<file path="src/nand_host_pkg.sv">
// Purpose: constants shared by the serial nand host sequencer
// Assumes: spi mode 0, msb first, x1 transfers only
// Notes:   command opcodes and feature values are the device's own encodings
package nand_host_pkg;
    // ==========================================================
    // command opcodes
    localparam logic [7:0] OP_WREN     = 8'h06;
    localparam logic [7:0] OP_LOAD     = 8'h02;
    localparam logic [7:0] OP_LOAD_RND = 8'h84;
    localparam logic [7:0] OP_EXEC     = 8'h10;
    localparam logic [7:0] OP_PREAD    = 8'h13;
    localparam logic [7:0] OP_ERASE    = 8'hd8;
    localparam logic [7:0] OP_GETF     = 8'h0f;
    localparam logic [7:0] OP_SETF     = 8'h1f;
    localparam logic [7:0] OP_RDID     = 8'h9f;
    // ==========================================================
    // feature addresses and values
    localparam logic [7:0] FA_PROT     = 8'ha0;
    localparam logic [7:0] FA_CFG      = 8'hb0;
    localparam logic [7:0] FA_STAT     = 8'hc0;
    localparam logic [7:0] CFG_OTP_EN  = 8'h40;
    localparam logic [7:0] CFG_OTP_LCK = 8'hc0;
    localparam logic [7:0] CFG_LEAVE   = 8'h00;
    localparam logic [7:0] CFG_ECC_BIT = 8'h10;
    localparam logic [7:0] PROT_CLEAR  = 8'h00;
    localparam int         STAT_BUSY   = 0;
    // ==========================================================
    // host register map (word index on the plain port)
    localparam logic [3:0] A_CMD    = 4'h0;
    localparam logic [3:0] A_ROW    = 4'h1;
    localparam logic [3:0] A_COL    = 4'h2;
    localparam logic [3:0] A_WDATA  = 4'h3;
    localparam logic [3:0] A_STATUS = 4'h4;
    localparam logic [3:0] A_RDATA  = 4'h5;
    localparam logic [3:0] A_ID_LO  = 4'h6;
    localparam logic [3:0] A_ID_HI  = 4'h7;
    localparam logic [3:0] A_CFG    = 4'h8;
    // command codes written to A_CMD
    localparam logic [3:0] C_LOAD   = 4'h1;
    localparam logic [3:0] C_LOADR  = 4'h2;
    localparam logic [3:0] C_EXEC   = 4'h3;
    localparam logic [3:0] C_ERASE  = 4'h4;
    localparam logic [3:0] C_PREAD  = 4'h5;
    localparam logic [3:0] C_RDID   = 4'h6;
    localparam logic [3:0] C_OTPEN  = 4'h7;
    localparam logic [3:0] C_OTPLCK = 4'h8;
    localparam logic [3:0] C_OTPOFF = 4'h9;
    localparam logic [3:0] C_STREAM = 4'ha;
    // ==========================================================
    // timing
    localparam int CLK_MHZ      = 20;
    localparam int PWRUP_US     = 1000;
    localparam int PWRUP_CYC    = PWRUP_US * CLK_MHZ;
    localparam int PAGE_BYTES   = 2112;
    localparam int ID_BYTES     = 5;
    localparam int SCK_HALF     = 2;
endpackage : nand_host_pkg

</file>
<file path="src/nand_host.sv">
// Purpose: host-side sequencer driving a serial nand flash over x1 spi
// Assumes: software issues one command at a time and waits for idle
// Notes:   sck is made here by a divider; data bytes stream through A_WDATA
// Operation
// - load: 4 dummy bits then 12-bit column
// - at most four partial programs per page
// - execute: 8 dummy bits, 16-bit row
// - execute after load, then wait busy
// - random load keeps other cache bytes
// - move: page read, enable, execute
// - erase: 8 dummy bits, 16-bit row
// - poll status until operation completes
// - id command, zero address, five bytes
// - no access until 1ms after power-up
// - otp enable bit steers reads, programs
// - otp program: clear protect, enable, load
// - otp lock: enable and protect, execute
// - ecc bit variants keep correction on; host ORs in the ecc bit only while A_CFG bit 0 is set
//
// The plain strobed port and the register addresses were left to the implementer.
`timescale 1ns/1ps
module nand_host #(
    parameter int PWRUP_CYCLES = nand_host_pkg::PWRUP_CYC
) (
    input  wire logic        sys_clk,
    input  wire logic        rst,
    input  wire logic [3:0]  addr,
    input  wire logic [31:0] wdata,
    input  wire logic        wr,
    input  wire logic        rd,
    output logic      [31:0] rdata,
    output logic             cs_n,
    output logic             sck,
    output logic             mosi,
    input  wire logic        miso,
    output logic             pause_n,
    output logic             wp_n
);
    if (PWRUP_CYCLES < 1) begin : g_pwrup_chk
        $error("PWRUP_CYCLES must be positive");
    end

    // ==========================================================
    // state
    typedef enum logic [6:0] {
        S_PWRUP = 7'h01, S_IDLE = 7'h02, S_SHIFT = 7'h04, S_GAP = 7'h08,
        S_POLL  = 7'h10, S_STRM = 7'h20, S_DONE = 7'h40
    } st_e;

    typedef struct packed {
        st_e         st;
        logic [31:0] rdata;
        logic        cs_n;
        logic        sck;
        logic        mosi;
        logic [15:0] row;
        logic [11:0] col;
        logic [7:0]  wbyte;
        logic        wbyte_v;
        logic [7:0]  rbyte;
        logic [39:0] id;
        logic        ecc;
        logic [3:0]  cmd;
        logic [2:0]  step;
        logic [39:0] sh;
        logic [5:0]  nbits;
        logic [39:0] rx;
        logic        rx_on;
        logic [1:0]  div;
        logic [11:0] cnt;
        logic [24:0] pw;
        logic        stop;
        logic        pins;
        logic [2:0]  nprog;
    } st_s;

    st_s  q_r, q_nxt;
    logic miso_s1_r, miso_s2_r;

    always_ff @(posedge sys_clk or posedge rst) begin
        if (rst) begin
            miso_s1_r <= 1'b0;
            miso_s2_r <= 1'b0;
        end else begin
            miso_s1_r <= miso;
            miso_s2_r <= miso_s1_r;
        end
    end

    // ==========================================================
    // frame builder: returns opcode plus address bits, and bit count
    function automatic logic [45:0] frame(input logic [3:0] cmd, input logic [2:0] step,
                                          input logic [15:0] row, input logic [11:0] col,
                                          input logic ecc);
        logic [7:0] e;
        e = ecc ? nand_host_pkg::CFG_ECC_BIT : 8'h00;
        frame = {6'd8, nand_host_pkg::OP_WREN, 32'h0};
        case (cmd)
            nand_host_pkg::C_LOAD, nand_host_pkg::C_LOADR: begin
                if (step == 3'd1)
                    frame = {6'd24, (cmd == nand_host_pkg::C_LOAD) ? nand_host_pkg::OP_LOAD
                             : nand_host_pkg::OP_LOAD_RND, 4'h0, col, 16'h0};
            end
            nand_host_pkg::C_EXEC, nand_host_pkg::C_OTPLCK: begin
                if (step == 3'd3 || (cmd == nand_host_pkg::C_EXEC && step == 3'd1))
                    frame = {6'd32, nand_host_pkg::OP_EXEC, 8'h00, row, 8'h0};
                else if (cmd == nand_host_pkg::C_OTPLCK && step == 3'd0)
                    frame = {6'd24, nand_host_pkg::OP_SETF, nand_host_pkg::FA_PROT,
                             nand_host_pkg::PROT_CLEAR, 16'h0};
                else if (step == 3'd1)
                    frame = {6'd24, nand_host_pkg::OP_SETF, nand_host_pkg::FA_CFG,
                             nand_host_pkg::CFG_OTP_LCK | e, 16'h0};
            end
            nand_host_pkg::C_ERASE: begin
                if (step == 3'd1)
                    frame = {6'd32, nand_host_pkg::OP_ERASE, 8'h00, row, 8'h0};
            end
            // page read fills the cache for a move
            nand_host_pkg::C_PREAD:
                frame = {6'd32, nand_host_pkg::OP_PREAD, 8'h00, row, 8'h0};
            nand_host_pkg::C_RDID:
                // opcode, zero address, five bytes back
                frame = {6'd56, nand_host_pkg::OP_RDID, 8'h00, 24'h0};
            nand_host_pkg::C_OTPEN: begin
                if (step == 3'd0)
                    frame = {6'd24, nand_host_pkg::OP_SETF, nand_host_pkg::FA_PROT,
                             nand_host_pkg::PROT_CLEAR, 16'h0};
                else
                    frame = {6'd24, nand_host_pkg::OP_SETF, nand_host_pkg::FA_CFG,
                             nand_host_pkg::CFG_OTP_EN | e, 16'h0};
            end
            default:
                // leaving otp mode clears the enable bit
                frame = {6'd24, nand_host_pkg::OP_SETF, nand_host_pkg::FA_CFG,
                         nand_host_pkg::CFG_LEAVE | e, 16'h0};
        endcase
    endfunction : frame

    // last step index of each command
    function automatic logic [2:0] last_step(input logic [3:0] cmd);
        case (cmd)
            nand_host_pkg::C_LOAD, nand_host_pkg::C_LOADR,
            nand_host_pkg::C_EXEC, nand_host_pkg::C_ERASE,
            nand_host_pkg::C_OTPEN:                        last_step = 3'd1;
            nand_host_pkg::C_OTPLCK:                       last_step = 3'd3;
            default:                                       last_step = 3'd0;
        endcase
    endfunction : last_step

    // commands that change the array, and page read, end with a status poll
    function automatic logic needs_poll(input logic [3:0] cmd);
        needs_poll = (cmd == nand_host_pkg::C_EXEC) || (cmd == nand_host_pkg::C_ERASE) ||
                     (cmd == nand_host_pkg::C_OTPLCK) || (cmd == nand_host_pkg::C_PREAD);
    endfunction : needs_poll

    logic [45:0] fr;
    logic        fall;

    always_comb begin
        q_nxt = q_r;
        fr    = frame(q_r.cmd, q_r.step, q_r.row, q_r.col, q_r.ecc);
        q_nxt.pins = 1'b1;
        fall  = 1'b0;
        if (q_r.div == 2'(nand_host_pkg::SCK_HALF - 1)) begin
            fall = q_r.sck;
        end

        // software writes
        if (wr) begin
            if (addr == nand_host_pkg::A_ROW) begin
                q_nxt.row = wdata[15:0];
                if (wdata[15:0] != q_r.row)
                    q_nxt.nprog = 3'd0;
            end else if (addr == nand_host_pkg::A_COL) begin
                q_nxt.col = wdata[11:0];
            end else if (addr == nand_host_pkg::A_CFG) begin
                q_nxt.ecc = wdata[0];
            end else if (addr == nand_host_pkg::A_WDATA) begin
                q_nxt.wbyte   = wdata[7:0];
                q_nxt.wbyte_v = 1'b1;
            end
        end
        // software reads, data one cycle later
        q_nxt.rdata = 32'h0;
        if (rd) begin
            if (addr == nand_host_pkg::A_STATUS) begin
                q_nxt.rdata = {24'h0, 1'b0, ~q_r.wbyte_v, q_r.st == st_e'(S_STRM),
                               q_r.st == st_e'(S_IDLE), 4'h0};
            end else if (addr == nand_host_pkg::A_RDATA) begin
                q_nxt.rdata = {24'h0, q_r.rbyte};
            end else if (addr == nand_host_pkg::A_ID_LO) begin
                q_nxt.rdata = q_r.id[39:8];
            end else if (addr == nand_host_pkg::A_ID_HI) begin
                q_nxt.rdata = {24'h0, q_r.id[7:0]};
            end
        end

        case (q_r.st)
            S_PWRUP: begin
                // hold off until power-up window passes
                q_nxt.pw = q_r.pw + 25'h1;
                if (q_r.pw == 25'(PWRUP_CYCLES - 1))
                    q_nxt.st = S_IDLE;
            end
            S_IDLE: begin
                // a fifth execute on one row is refused
                if (wr && addr == nand_host_pkg::A_CMD && wdata[3:0] != 4'h0 &&
                    wdata[3:0] != nand_host_pkg::C_STREAM &&
                    !(wdata[3:0] == nand_host_pkg::C_EXEC && q_r.nprog == 3'd4)) begin
                    q_nxt.cmd   = wdata[3:0];
                    q_nxt.step  = 3'd0;
                    q_nxt.st    = S_GAP;
                    if (wdata[3:0] == nand_host_pkg::C_EXEC)
                        q_nxt.nprog = q_r.nprog + 3'd1;
                end
            end
            S_GAP: begin
                // load one frame; first step of program and erase is write enable
                // write enable before program or erase
                q_nxt.sh    = fr[39:0];
                q_nxt.nbits = fr[45:40];
                q_nxt.rx_on = (q_r.cmd == nand_host_pkg::C_RDID);
                q_nxt.cs_n  = 1'b0;
                q_nxt.div   = 2'd0;
                q_nxt.mosi  = fr[39];
                q_nxt.st    = S_SHIFT;
            end
            S_SHIFT: begin
                q_nxt.div = q_r.div + 2'd1;
                if (q_r.div == 2'(nand_host_pkg::SCK_HALF - 1)) begin
                    q_nxt.div = 2'd0;
                    q_nxt.sck = ~q_r.sck;
                end
                // the synchroniser delays miso two cycles, so the bit seen at the
                // sck rise is only available here, just before the next fall
                if (fall)
                    q_nxt.rx = {q_r.rx[38:0], miso_s2_r};
                if (fall) begin
                    q_nxt.sh    = {q_r.sh[38:0], 1'b0};
                    q_nxt.mosi  = q_r.sh[38];
                    q_nxt.nbits = q_r.nbits - 6'd1;
                    if (q_r.nbits == 6'd1) begin
                        if ((q_r.cmd == nand_host_pkg::C_LOAD ||
                             q_r.cmd == nand_host_pkg::C_LOADR) && q_r.step == 3'd1) begin
                            // stream up to 2112 data bytes
                            q_nxt.cnt = 12'h0;
                            q_nxt.st  = S_STRM;
                        end else begin
                            q_nxt.cs_n = 1'b1;
                            q_nxt.st   = S_DONE;
                        end
                    end
                end
            end
            S_STRM: begin
                // a stop request waits until the last byte has left the shifter
                if (wr && addr == nand_host_pkg::A_CMD && wdata[3:0] == nand_host_pkg::C_STREAM)
                    q_nxt.stop = 1'b1;
                // random load only rewrites streamed columns
                if (q_r.nbits == 6'd0 && q_r.wbyte_v) begin
                    // a byte past a full page is dropped, freeing the slot
                    q_nxt.wbyte_v = wr && addr == nand_host_pkg::A_WDATA;
                    if (q_r.cnt != 12'(nand_host_pkg::PAGE_BYTES)) begin
                        q_nxt.sh    = {q_r.wbyte, 32'h0};
                        q_nxt.mosi  = q_r.wbyte[7];
                        q_nxt.nbits = 6'd8;
                        q_nxt.cnt   = q_r.cnt + 12'h1;
                    end
                end else if (q_r.nbits != 6'd0) begin
                    q_nxt.div = q_r.div + 2'd1;
                    if (q_r.div == 2'(nand_host_pkg::SCK_HALF - 1)) begin
                        q_nxt.div = 2'd0;
                        q_nxt.sck = ~q_r.sck;
                    end
                    if (fall) begin
                        q_nxt.sh    = {q_r.sh[38:0], 1'b0};
                        q_nxt.mosi  = q_r.sh[38];
                        q_nxt.nbits = q_r.nbits - 6'd1;
                    end
                end else if (q_r.stop) begin
                    q_nxt.stop = 1'b0;
                    q_nxt.cs_n = 1'b1;
                    q_nxt.st   = S_IDLE;
                end
            end
            S_DONE: begin
                if (q_r.rx_on)
                    q_nxt.id = q_r.rx;
                if (q_r.step != last_step(q_r.cmd)) begin
                    q_nxt.step = q_r.step + 3'd1;
                    q_nxt.st   = S_GAP;
                end else if (needs_poll(q_r.cmd)) begin
                    q_nxt.cmd  = 4'h0;
                    q_nxt.st   = S_POLL;
                end else begin
                    q_nxt.st   = S_IDLE;
                end
            end
            S_POLL: begin
                // reuse the shifter for a get-feature of the status byte
                q_nxt.sh    = {nand_host_pkg::OP_GETF, nand_host_pkg::FA_STAT, 24'h0};
                q_nxt.nbits = 6'd24;
                q_nxt.mosi  = nand_host_pkg::OP_GETF[7];
                q_nxt.cs_n  = 1'b0;
                q_nxt.div   = 2'd0;
                q_nxt.rx_on = 1'b0;
                q_nxt.cmd   = nand_host_pkg::C_STREAM;
                q_nxt.st    = S_SHIFT;
            end
            default: q_nxt.st = S_IDLE;
        endcase

        // after a poll frame, decide whether to poll again
        if (q_r.st == S_DONE && q_r.cmd == nand_host_pkg::C_STREAM) begin
            q_nxt.rbyte = q_r.rx[7:0];
            // wait while the device reports busy
            q_nxt.st    = q_r.rx[nand_host_pkg::STAT_BUSY] ? S_POLL : S_IDLE;
        end
    end

    always_ff @(posedge sys_clk or posedge rst) begin
        if (rst) begin
            q_r      <= '0;
            q_r.st   <= S_PWRUP;
            q_r.cs_n <= 1'b1;
            q_r.ecc  <= 1'b1;
        end else begin
            q_r <= q_nxt;
        end
    end

    assign rdata   = q_r.rdata;
    assign cs_n    = q_r.cs_n;
    assign sck     = q_r.sck;
    assign mosi    = q_r.mosi;
    // host holds pause and write protect low during reset, then keeps both released from the first cycle after
    assign pause_n = q_r.pins;
    assign wp_n    = q_r.pins;

    // ==========================================================
    // checks
    // no chip select during power-up
    pwrup_quiet_a: assert property (@(posedge sys_clk) disable iff (rst)
        q_r.st == S_PWRUP |-> cs_n) else $error("chip select during power-up");
    // data stream capped at one page
    page_cap_a: assert property (@(posedge sys_clk) disable iff (rst)
        q_r.cnt <= 12'(nand_host_pkg::PAGE_BYTES)) else $error("more than a page streamed");
    // poll starts a frame next cycle
    poll_frame_a: assert property (@(posedge sys_clk) disable iff (rst)
        q_r.st == S_POLL |=> !cs_n && q_r.nbits == 6'd24) else $error("poll frame missing");
    wren_first_a: assert property (@(posedge sys_clk) disable iff (rst)
        q_r.st == S_GAP && q_r.step == 3'd0 && (q_r.cmd == nand_host_pkg::C_EXEC ||
        q_r.cmd == nand_host_pkg::C_ERASE) |=> q_r.sh[39:32] == nand_host_pkg::OP_WREN)
        else $error("program without write enable");
    exec_len_a: assert property (@(posedge sys_clk) disable iff (rst)
        q_r.st == S_GAP && q_r.cmd == nand_host_pkg::C_EXEC && q_r.step == 3'd1
        |=> q_r.nbits == 6'd32) else $error("execute length wrong");
    load_len_a: assert property (@(posedge sys_clk) disable iff (rst)
        q_r.st == S_GAP && q_r.cmd == nand_host_pkg::C_LOAD && q_r.step == 3'd1
        |=> q_r.nbits == 6'd24) else $error("load header length wrong");
    id_len_a: assert property (@(posedge sys_clk) disable iff (rst)
        q_r.st == S_GAP && q_r.cmd == nand_host_pkg::C_RDID |=> q_r.nbits == 6'd56)
        else $error("id frame length wrong");
    // chip select stays low while shifting
    cs_hold_a: assert property (@(posedge sys_clk) disable iff (rst)
        q_r.st == S_SHIFT && q_r.nbits > 6'd1 |=> !cs_n) else $error("frame broken");
    erase_cov: cover property (@(posedge sys_clk) q_r.cmd == nand_host_pkg::C_ERASE && q_r.st == S_DONE);
    poll_cov:  cover property (@(posedge sys_clk) q_r.st == S_POLL);
    strm_cov:  cover property (@(posedge sys_clk) q_r.st == S_STRM && q_r.nbits == 6'd8);
endmodule : nand_host

</file>
<file path="config.mk">
export PLATFORM = sky130hd
export DESIGN_NAME = nand_host
export DESIGN_NICKNAME = d
export VERILOG_FILES = /design/src/nand_host_pkg.sv /design/src/nand_host.sv
export SDC_FILE = /design/constraint.sdc
export NUM_CORES = 1
export LEC_CHECK = 0
export ABC_AREA = 1
export BUFFER_PORTS_ARGS = -buffer_cell sky130_fd_sc_hd__buf_4
export CORE_MARGIN = 1
export CORE_UTILIZATION = 25
export DETAILED_ROUTE_END_ITERATION = 8
export SLEW_MARGIN = 20
export SYNTH_ARGS = -nofsm -noshare
export SYNTH_HDL_FRONTEND = slang
export SYNTH_SLANG_ARGS = --single-unit
</file>
<file path="constraint.sdc">
create_clock -name sys_clk -period 7.7 [get_ports sys_clk]
set_input_delay 0.385 -clock sys_clk [delete_from_list [all_inputs] [get_ports sys_clk]]
set_output_delay 0.385 -clock sys_clk [all_outputs]
set_load 0.005 [all_outputs]
</file>
==> flow_summary.html, run 1 <==
<table>
<tr><th>Metric</th><th>Value</th></tr>
<tr><th colspan="2">Logic synthesis</th></tr>
<tr><td>Number of enable-type register cells in the synthesized netlist</td><td>0</td></tr>
<tr><td>Async SR Flop Fraction</td><td>1.000</td></tr>
<tr><td>Number of warnings issued by yosys</td><td>0</td></tr>
<tr><td>Net count after synthesis</td><td>around 1800</td></tr>
<tr><td>Top FF cell, synth</td><td>dfrtp_1</td></tr>
<tr><td>Flop and latch count out of synthesis</td><td>267</td></tr>
<tr><td>Post-Syn Instances</td><td>about 1700</td></tr>
<tr><td>Sequential share of the synthesized area</td><td>0.4972</td></tr>
<tr><td>Mean post-synth cell area</td><td>7.854 sq um</td></tr>
<tr><td>Number of different library cells in the post-synthesis netlist</td><td>36</td></tr>
<tr><td>Combined area of all synthesized cells</td><td>roughly 13000 sq um</td></tr>
<tr><th colspan="2">STA</th></tr>
<tr><td>Smallest hold slack</td><td>roughly 44 ps</td></tr>
<tr><td>Maximum clock frequency</td><td>360.9 MHz</td></tr>
<tr><td>Remaining max-slew budget at the tightest pin</td><td>0.3051</td></tr>
<tr><td>Final number of max-transition violations</td><td>0</td></tr>
<tr><td>Total negative setup slack</td><td>0 ps</td></tr>
<tr><td>Tightest Pin Transition</td><td>1042 ps</td></tr>
<tr><td>Setup repair after global routing missed its margin</td><td>false</td></tr>
<tr><td>Layout Skew</td><td>between 10 and 15 ps</td></tr>
<tr><td>Hold Vio Cnt, Final</td><td>0</td></tr>
<tr><td>Final-report setup violation count</td><td>0</td></tr>
<tr><td>Final cycle utilization of the critical path</td><td>0.3598</td></tr>
<tr><td>Worst-case setup margin in the final layout</td><td>4929 ps</td></tr>
<tr><td>Min cycle time layout</td><td>between 2000 and 3000 ps</td></tr>
<tr><th colspan="2">Placement</th></tr>
<tr><td>Final Wtd Congestion</td><td>0.8829</td></tr>
<tr><td>PortBufs</td><td>61</td></tr>
<tr><td>Worst slack, placed</td><td>slightly below 5000 ps</td></tr>
<tr><td>Placed Instance Area</td><td>around 14000 sq um</td></tr>
<tr><td>Final HPWL from detailed placement</td><td>between 20000 and 25000 um</td></tr>
<tr><th colspan="2">Power</th></tr>
<tr><td>Part of the power in combinational logic</td><td>0.046</td></tr>
<tr><td>Int Pwr</td><td>2305 uW</td></tr>
<tr><td>Part of the power in the clock network</td><td>0.460</td></tr>
<tr><td>Total power density per cell area</td><td>around 200 nW/um^2</td></tr>
<tr><td>Peak supply drop</td><td>~0.14 mV</td></tr>
<tr><td>Standby leakage power</td><td>roughly 0.0073 uW</td></tr>
<tr><td>Flop pwr share</td><td>0.494</td></tr>
<tr><td>Net switching component of the power</td><td>around 700 uW</td></tr>
<tr><td>Switching share of power</td><td>0.2324</td></tr>
<tr><th colspan="2">Worst hold path</th></tr>
<tr><td>Hold/Removal Path Class</td><td>in -&gt; reg</td></tr>
<tr><td>Worst Hold Path Cells</td><td>3</td></tr>
<tr><th colspan="2">Floorplan</th></tr>
<tr><td>Total die area</td><td>roughly 55000 sq um</td></tr>
<tr><td>Starting utilization of the core area</td><td>0.2543</td></tr>
<tr><td>Core box area</td><td>~53000 sq um</td></tr>
<tr><td>I/O pin count</td><td>78</td></tr>
<tr><td>Die Width</td><td>~230 um</td></tr>
<tr><td>Vertical die dimension</td><td>~230 um</td></tr>
<tr><td>Placement Rows</td><td>84</td></tr>
<tr><th colspan="2">Setup path</th></tr>
<tr><td>Top fanout value on the critical path</td><td>22</td></tr>
<tr><td>Crit path arrival time</td><td>around 3200 ps</td></tr>
<tr><td>Class of the most critical setup path</td><td>reg -&gt; reg</td></tr>
<tr><td>Capturing element type of the critical path</td><td>register</td></tr>
<tr><td>Number of cells on the worst reg-to-reg path</td><td>11</td></tr>
<tr><td>Required @ worst endpoint</td><td>~8000 ps</td></tr>
<tr><td>CP Launch Type</td><td>register</td></tr>
<tr><th colspan="2">Global route</th></tr>
<tr><td>Combined global-route utilization of all metal layers</td><td>0.1206</td></tr>
<tr><td>Global-route wire length before repair</td><td>between 50000 and 60000 um</td></tr>
<tr><td>Largest net degree at the start of global routing</td><td>about 150</td></tr>
<tr><td>Initial antenna violation count</td><td>1</td></tr>
<tr><td>Via count of the first global-routing pass</td><td>10490</td></tr>
<tr><td>Global-route congestion overflow total</td><td>0</td></tr>
<tr><th colspan="2">Route</th></tr>
<tr><td>Iteration-0 DRC count of the detailed router</td><td>approximately 830</td></tr>
<tr><td>Routed via count</td><td>about 11000</td></tr>
<tr><td>Routed wire per std cell</td><td>approximately 13 um</td></tr>
<tr><td>Detailed-route wire length</td><td>32520 um</td></tr>
<tr><td>First-pass detailed-route iteration total</td><td>7</td></tr>
<tr><td>Detailed-route DRC error count</td><td>0</td></tr>
<tr><td>Count of nets left with antenna violations after detail routing</td><td>0</td></tr>
<tr><td>Routed via count divided by cell count</td><td>4.497</td></tr>
<tr><th colspan="2">Finish</th></tr>
<tr><td>Multi-input gate area in the final layout</td><td>5495 sq um</td></tr>
<tr><td>Share of the core filled with cells in the final layout</td><td>0.2894</td></tr>
<tr><td>Layout area overhead</td><td>13.79%</td></tr>
<tr><td>Footprint of the flip-flops and latches</td><td>between 6000 and 7000 sq um</td></tr>
<tr><td>Diodes inserted</td><td>0</td></tr>
<tr><td>Ratio of cells with drive above 1 in the final layout</td><td>0.1003</td></tr>
<tr><td>Cell area after layout</td><td>15300 sq um</td></tr>
<tr><td>Number of nets in the layout</td><td>between 1500 and 2000</td></tr>
<tr><td>Filler cell count in the final layout</td><td>approximately 5600</td></tr>
<tr><th colspan="2">Clocking</th></tr>
<tr><td>Source-to-sink clock delay at the later pin of the worst-skew pair</td><td>around 570 ps</td></tr>
<tr><td>Total clock buffers created by CTS</td><td>28</td></tr>
<tr><td>H-tree Lvls</td><td>1</td></tr>
<tr><td>Clk sinks</td><td>approximately 270</td></tr>
<tr><td>Buffers inserted by post-CTS timing repair</td><td>0</td></tr>
<tr><td>Post-CTS clock slew at the launch and capture registers of the worst setup and hold paths</td><td>60 ps</td></tr>
<tr><td>CTS tree</td><td>yes</td></tr>
<tr><td>Root Buffer</td><td>clkbuf_16</td></tr>
<tr><td>Bufs on Longest Clock Path</td><td>3</td></tr>
<tr><th colspan="2">Run status</th></tr>
<tr><td>Run status</td><td>complete, no violations</td></tr>
<tr><th colspan="2">Run</th></tr>
<tr><td>Max cap viols</td><td>0</td></tr>
</table>
[layer usage]
| layer | track usage | share of wire | routed length (um) | up-vias |
|---|---|---|---|---|
| met5 | 0 | 0.00052 | 17 | - |
| met4 | 0.04200 | 0.028 | 898 | 2 |
| met3 | 0.02140 | 0.045 | 1454 | 53 |
| met2 | 0.1984 | 0.47 | 15240 | 232 |
| met1 | 0.1587 | 0.46 | 14920 | 5239 |
| li1 | - | - | - | 5416 |
[metrics by stage]
stage / cells / power [uW]
2_1_floorplan: 1712 / 1593
3_3_place_gp: 2379 / 1645
3_5_place_dp: 2379 / 1649
4_1_cts: 2433 / 3050
5_1_grt: 2433 / 3121
6_report: 2433 / 3003
[layout make-up]
cell class,instances,area share
clock buffers,42,0.05119
clock inverters,10,0.01014
inverters,200,0.04931
multi-input cells,1153,0.3592
flip-flops and latches,267,0.4369
well taps,688,0.05626
repair buffers,73,0.03696
[state kept, by name, summed over array words and instances, names as in the netlist]
name	flops
miso_s2_r	1
rdata	32
miso_s1_r	1
pause_n	1
cs_n	1
q_r	229
mosi	1
sck	1
[cells in the mapped netlist, types with 9 or more instances]
cell type,instances,area share
nand3_1,113,0.042
nor2_1,148,0.041
nor3_1,27,0.010
o21ai_2,10,0.0065
xor2_1,34,0.022
buf_2,12,0.0045
xnor2_1,11,0.0072
inv_1,195,0.054
nand2_2,13,0.0060
ha_1,12,0.011
nand4_1,22,0.010
o21ai_0,197,0.073
a21oi_1,22,0.0082
dfrtp_1,264,0.49
buf_4,35,0.020
clkbuf_1,41,0.011
nor2_2,11,0.0051
nand2_1,483,0.13
o211ai_1,9,0.0050
[final timing paths]
check	start	to	slack (ps)
hold reg to reg	miso_s1_r$_DFF_PP0_	miso_s2_r$_DFF_PP0_	350
hold / removal	wdata[5]	q_r[213]$_DFFE_PP0P_	40
max in group asynchronous	rst	q_r[201]$_DFFE_PP0P_	5720
min in group asynchronous	rst	q_r[15]$_DFFE_PP0P_	540
setup / recovery	q_r[132]$_DFFE_PP0P_	q_r[35]$_DFFE_PP0P_	4930
setup reg to reg	q_r[132]$_DFFE_PP0P_	q_r[35]$_DFFE_PP0P_	4930
[power groups by stage]
stage / Clock, uW / Combinational (uW) / Sequential (uW)
after floorplan: 0 / 93.6 / 1500
after global placement: 0 / 137 / 1510
after detailed placement: 0 / 141 / 1510
after CTS: 1420 / 142 / 1480
after global routing: 1470 / 160 / 1490
final: 1380 / 137 / 1480
[logic make-up (layout without fill, tap and decap cells)]
family	Yosys count	in the layout	share of synthesized area
XOR/XNOR	45	45	0.02931
adder cells (fa/ha/maj)	12	12	0.01117
AO/OA/AOI/OAI	262	262	0.1060
other	1	1	0.0002789
multiplexers	1	1	0.0007445
flip-flops	267	267	0.4972
AND/OR/NAND/NOR	832	832	0.2607
buffers and inverters	292	325	0.09464
[worst max-delay path, cell delays in order (launching register included)]
cell and delay [ps]:
dfrtp_1 410, inv_1 110, ha_1 170, inv_1 40
nor2_1 700, nand2_2 190, nand2_1 160, nand2_1 70
nor3_2 190, nand2_2 350, nand2_1 180, o21ai_2 70
[what timing repair did]
action | CTS | global route
hold buffers | 2 | 0
endpoints found under the setup margin | 0 | 0
hold endpoints to repair | 21 | 0
gates resized for setup | 0 | 0
[cells in the final DEF (no fill, tap or decap), types with 4 or more instances in the layout]
master / netlist / final
o211ai_1: 9 / 9
o21ai_1: 4 / 4
buf_4: 35 / 70
nor2_1: 148 / 147
dfrtp_1: 264 / 264
nor2_4: 6 / 6
clkinv_2: 0 / 4
o21ai_2: 10 / 10
xnor2_1: 11 / 11
clkbuf_1: 41 / 11
inv_2: 5 / 5
or2_2: 6 / 6
nand4_1: 22 / 22
xor2_1: 34 / 34
nand3_1: 113 / 113
nor2_2: 11 / 12
inv_1: 195 / 194
a21oi_1: 22 / 22
a31oi_1: 5 / 5
o2111ai_1: 6 / 6
o22ai_1: 6 / 6
nor3_1: 27 / 27
o21ai_0: 197 / 197
clkbuf_16: 0 / 28
ha_1: 12 / 12
nand2_2: 13 / 15
nand2_1: 483 / 481
(Power assumes the default switching activity.)
==> inputs of run 2 (changes only) <==
==> constraint.sdc (replaced) <==
create_clock -name sys_clk -period 2.8 [get_ports sys_clk]
set_input_delay 0.14 -clock sys_clk [delete_from_list [all_inputs] [get_ports sys_clk]]
set_output_delay 0.14 -clock sys_clk [all_outputs]
set_load 0.005 [all_outputs]
==> flow_summary.html, run 2 (same netlist as run 1, synthesis figures left out) <==
<table>
<tr><th>Metric</th><th>Value</th></tr>
<tr><th colspan="2">Run status</th></tr>
<tr><td>Run status</td><td>complete, no violations</td></tr>
<tr><th colspan="2">Route</th></tr>
<tr><td>Count of nets left with antenna violations after detail routing</td><td>0 (unchanged)</td></tr>
<tr><td>Detailed-route wire length</td><td>32760 um (+0.72%)</td></tr>
<tr><td>First-pass detailed-route iteration total</td><td>5 (-2)</td></tr>
<tr><td>Routed wire per std cell</td><td>13.31 um (-0.42%)</td></tr>
<tr><td>Iteration-0 DRC count of the detailed router</td><td>678 (-19%)</td></tr>
<tr><td>Routed via count</td><td>10980 (+0.33%)</td></tr>
<tr><td>Detailed-route DRC error count</td><td>0 (unchanged)</td></tr>
<tr><td>Routed via count divided by cell count</td><td>4.461 (-0.81%)</td></tr>
<tr><th colspan="2">Power</th></tr>
<tr><td>Switching share of power</td><td>0.2349 (+0.002466)</td></tr>
<tr><td>Int Pwr</td><td>6359 uW (+180%)</td></tr>
<tr><td>Flop pwr share</td><td>0.491 (-0.003)</td></tr>
<tr><td>Peak supply drop</td><td>0.4620 mV (+240%)</td></tr>
<tr><td>Post-layout power</td><td>8311 uW (+180%)</td></tr>
<tr><td>Total power density per cell area</td><td>532.1 nW/um^2 (+170%)</td></tr>
<tr><td>Part of the power in combinational logic</td><td>0.050 (+0.004)</td></tr>
<tr><td>Standby leakage power</td><td>0.007444 uW (+2.3%)</td></tr>
<tr><td>Net switching component of the power</td><td>1952 uW (+180%)</td></tr>
<tr><td>Part of the power in the clock network</td><td>0.460 (about the same)</td></tr>
<tr><th colspan="2">Setup path</th></tr>
<tr><td>Crit path largest cell delay</td><td>440 ps (-260 ps)</td></tr>
<tr><td>Top fanout value on the critical path</td><td>21 (-4.5%)</td></tr>
<tr><td>Delay-heaviest family, CP</td><td>simple AND/OR/NAND/NOR gates</td></tr>
<tr><td>Number of cells on the worst reg-to-reg path</td><td>10 (-1)</td></tr>
<tr><td>Required @ worst endpoint</td><td>3230 ps (-4900 ps)</td></tr>
<tr><td>Launching element of the worst setup path</td><td>q_r[264]$_DFFE_PP0P_</td></tr>
<tr><td>Reg-to-reg critical path endpoint</td><td>q_r[96]$_DFFE_PP0P_</td></tr>
<tr><td>CP Launch Type</td><td>register</td></tr>
<tr><td>R2r startpoint</td><td>q_r[264]$_DFFE_PP0P_</td></tr>
<tr><td>Worst-case register-to-register setup slack</td><td>400 ps (-4530 ps)</td></tr>
<tr><td>Capturing element type of the critical path</td><td>register</td></tr>
<tr><td>Critical path, cell by cell</td><td>nor2_2, nand2_2, nor2_4, nor2_2, nand2_2, inv_1, nor2_4, o21ai_4, nand2_1, o21ai_0</td></tr>
<tr><td>Slowest-stage cell, CP</td><td>nor2_4</td></tr>
<tr><td>Class of the most critical setup path</td><td>reg -&gt; reg</td></tr>
<tr><td>Crit path arrival time</td><td>2830 ps (-370 ps)</td></tr>
<tr><td>Bufs and invs on worst path</td><td>1 (-1)</td></tr>
<tr><th colspan="2">Global route</th></tr>
<tr><td>Combined global-route utilization of all metal layers</td><td>0.1219 (+0.001290)</td></tr>
<tr><td>Via count of the first global-routing pass</td><td>10710 (+2.1%)</td></tr>
<tr><td>Global-route congestion overflow total</td><td>0 (unchanged)</td></tr>
<tr><td>Largest net degree at the start of global routing</td><td>99 (-35%)</td></tr>
<tr><td>Global-route wire length before repair</td><td>54610 um (+0.92%)</td></tr>
<tr><td>Initial antenna violation count</td><td>1 (unchanged)</td></tr>
<tr><th colspan="2">Clocking</th></tr>
<tr><td>Clk sinks</td><td>267 (unchanged)</td></tr>
<tr><td>CTS tree</td><td>yes</td></tr>
<tr><td>Cts repair resizes</td><td>0 (unchanged)</td></tr>
<tr><td>H-tree Lvls</td><td>1 (unchanged)</td></tr>
<tr><td>Root Buffer</td><td>clkbuf_16</td></tr>
<tr><td>Source-to-sink clock delay at the later pin of the worst-skew pair</td><td>580 ps (about the same)</td></tr>
<tr><td>Total clock buffers created by CTS</td><td>28 (unchanged)</td></tr>
<tr><td>Bufs on Longest Clock Path</td><td>3 (unchanged)</td></tr>
<tr><td>Post-CTS clock slew at the launch and capture registers of the worst setup and hold paths</td><td>60 ps (about the same)</td></tr>
<tr><th colspan="2">Floorplan</th></tr>
<tr><td>Total die area</td><td>54710 sq um (unchanged)</td></tr>
<tr><td>Die Width</td><td>233.9 um (unchanged)</td></tr>
<tr><td>I/O pin count</td><td>78 (unchanged)</td></tr>
<tr><td>Placement Rows</td><td>84 (unchanged)</td></tr>
<tr><td>Vertical die dimension</td><td>233.9 um (unchanged)</td></tr>
<tr><td>Starting utilization of the core area</td><td>0.2543 (unchanged)</td></tr>
<tr><td>Core box area</td><td>52870 sq um (unchanged)</td></tr>
<tr><th colspan="2">Finish</th></tr>
<tr><td>Filler cell count in the final layout</td><td>5511 (-0.74%)</td></tr>
<tr><td>Number of nets in the layout</td><td>1807 (+1.7%)</td></tr>
<tr><td>Largest Register</td><td>q_r</td></tr>
<tr><td>Flip-flop count of the largest register, all copies and words added</td><td>229 (unchanged)</td></tr>
<tr><td>Commonest non-fill, non-tap cell in the layout</td><td>nand2_1</td></tr>
<tr><td>Layout area overhead</td><td>16.18%</td></tr>
<tr><td>Ratio of cells with drive above 1 in the final layout</td><td>0.1072 (+0.006937)</td></tr>
<tr><td>Commonest non-fill, non-tap cells in the layout</td><td>nand2_1 (481), dfrtp_1 (264), o21ai_0 (197)</td></tr>
<tr><th colspan="2">Placement</th></tr>
<tr><td>Final Wtd Congestion</td><td>0.8813 (-0.18%)</td></tr>
<tr><td>PortBufs</td><td>61 (unchanged)</td></tr>
<tr><td>Final HPWL from detailed placement</td><td>22730 um (+1.4%)</td></tr>
<tr><th colspan="2">STA</th></tr>
<tr><td>Total negative setup slack</td><td>0 ps (unchanged)</td></tr>
<tr><td>Setup repair after global routing missed its margin</td><td>false</td></tr>
<tr><td>Min cycle time layout</td><td>2396 ps (-374.9 ps)</td></tr>
<tr><td>Hold Vio Cnt, Final</td><td>0 (unchanged)</td></tr>
<tr><td>Final-report setup violation count</td><td>0 (unchanged)</td></tr>
<tr><td>Final cycle utilization of the critical path</td><td>0.8556 (+0.4958)</td></tr>
<tr><td>Tightest Pin Transition</td><td>702.3 ps (-340.1 ps)</td></tr>
<tr><td>Remaining max-slew budget at the tightest pin</td><td>0.5318 (+0.2267)</td></tr>
<tr><td>Final number of max-transition violations</td><td>0 (unchanged)</td></tr>
<tr><td>Layout Skew</td><td>24.62 ps (+13.96 ps)</td></tr>
<tr><td>Maximum clock frequency</td><td>417.4 MHz (+16%)</td></tr>
<tr><th colspan="2">Run</th></tr>
<tr><td>Max cap viols</td><td>0 (unchanged)</td></tr>
<tr><th colspan="2">Worst hold path</th></tr>
<tr><td>Hold/Removal Path Class</td><td>in -&gt; reg</td></tr>
<tr><td>Endpoint of the worst hold path</td><td>rdata[4]$_DFF_PP0_</td></tr>
<tr><td>Start point of the worst hold path</td><td>addr[1]</td></tr>
<tr><td>Worst Hold Path Cells</td><td>4 (+1)</td></tr>
</table>
-- run 2: cell count changes in the layout (fill, tap and decap cells not counted), sizes merged --
cell,change
clkinv,-2
diode,+1
dlygate4sd3,+20
inv,+1
clkinvlp,-1
buf,+11
bufinv,-2
-- run 2: timing repair --
action                    in CTS  in global routing
buffers inserted               0                  0
hold buffers                  22                  0
hold endpoints to repair     324                  0
-- run 2: worst max-delay path by stage --
stage	slack (ps)	endpoint	cells past startpoint
finish	400	q_r[96]$_DFFE_PP0P_	10
global route	130	q_r[96]$_DFFE_PP0P_	10
global placement	490	q_r[97]$_DFFE_PP0P_	10
detailed placement	410	q_r[96]$_DFFE_PP0P_	10
floorplan	-860	miso_s1_r$_DFF_PP0_	1
CTS	390	q_r[96]$_DFFE_PP0P_	10
-- run 2: layout make-up --
| class | count | area, sq um | share of cell area |
|---|---|---|---|
| clock inverters | 6 | 86.33 | 0.005527 |
| clock buffers | 42 | 863.3 | 0.05527 |
| multi-input cells | 1153 | 5495 | 0.3518 |
| inverters | 200 | 754.5 | 0.04830 |
| well taps | 688 | 860.8 | 0.05511 |
| repair buffers | 104 | 873.3 | 0.05591 |
| flip-flops and latches | 267 | 6685 | 0.4280 |
| diodes | 1 | 2.502 | 0.0001602 |
-- run 2: tightest hold or removal path, cell delays in order --
cell	delay [ps]
buf_4	90
inv_1	70
o211ai_1	90
a31oi_1	140
-- run 2: power groups by stage --
| stage | clock network, uW | registers [uW] | logic [uW] |
|---|---|---|---|
| after floorplan | 0 | 4120 | 257 |
| after global placement | 0 | 4150 | 384 |
| after detailed placement | 0 | 4150 | 394 |
| after CTS | 3910 | 4080 | 424 |
| after global routing | 4050 | 4090 | 477 |
| final | 3820 | 4080 | 412 |
-- run 2: per-layer routing --
layer | up-vias | global-route usage | wire length, um
met2 | 239 | 0.2007 | 15290
met5 | - | 0 | 0
met4 | 0 | 0.04951 | 1024
li1 | 5490 | - | -
met3 | 55 | 0.02091 | 1580
met1 | 5194 | 0.1580 | 14860
-- run 2: through the flow --
| stage | instance area, sq um | cells | hold slack, ps | utilization | worst slack [ps] |
|---|---|---|---|---|---|
| global route | 15620 | 2461 | 20.94 | 0.2955 | 129.5 |
| finish | 15620 | 2461 | 6.880 | 0.2955 | 404.4 |
| detailed placement | 14450 | 2390 | 253.2 | 0.2733 | 413.5 |
| global placement | 14450 | 2390 | 255.8 | 0.2733 | 488.8 |
| CTS | 15620 | 2460 | 5.139 | 0.2954 | 394.4 |
| floorplan | 13450 | 1712 | 171.4 | - | -863.0 |
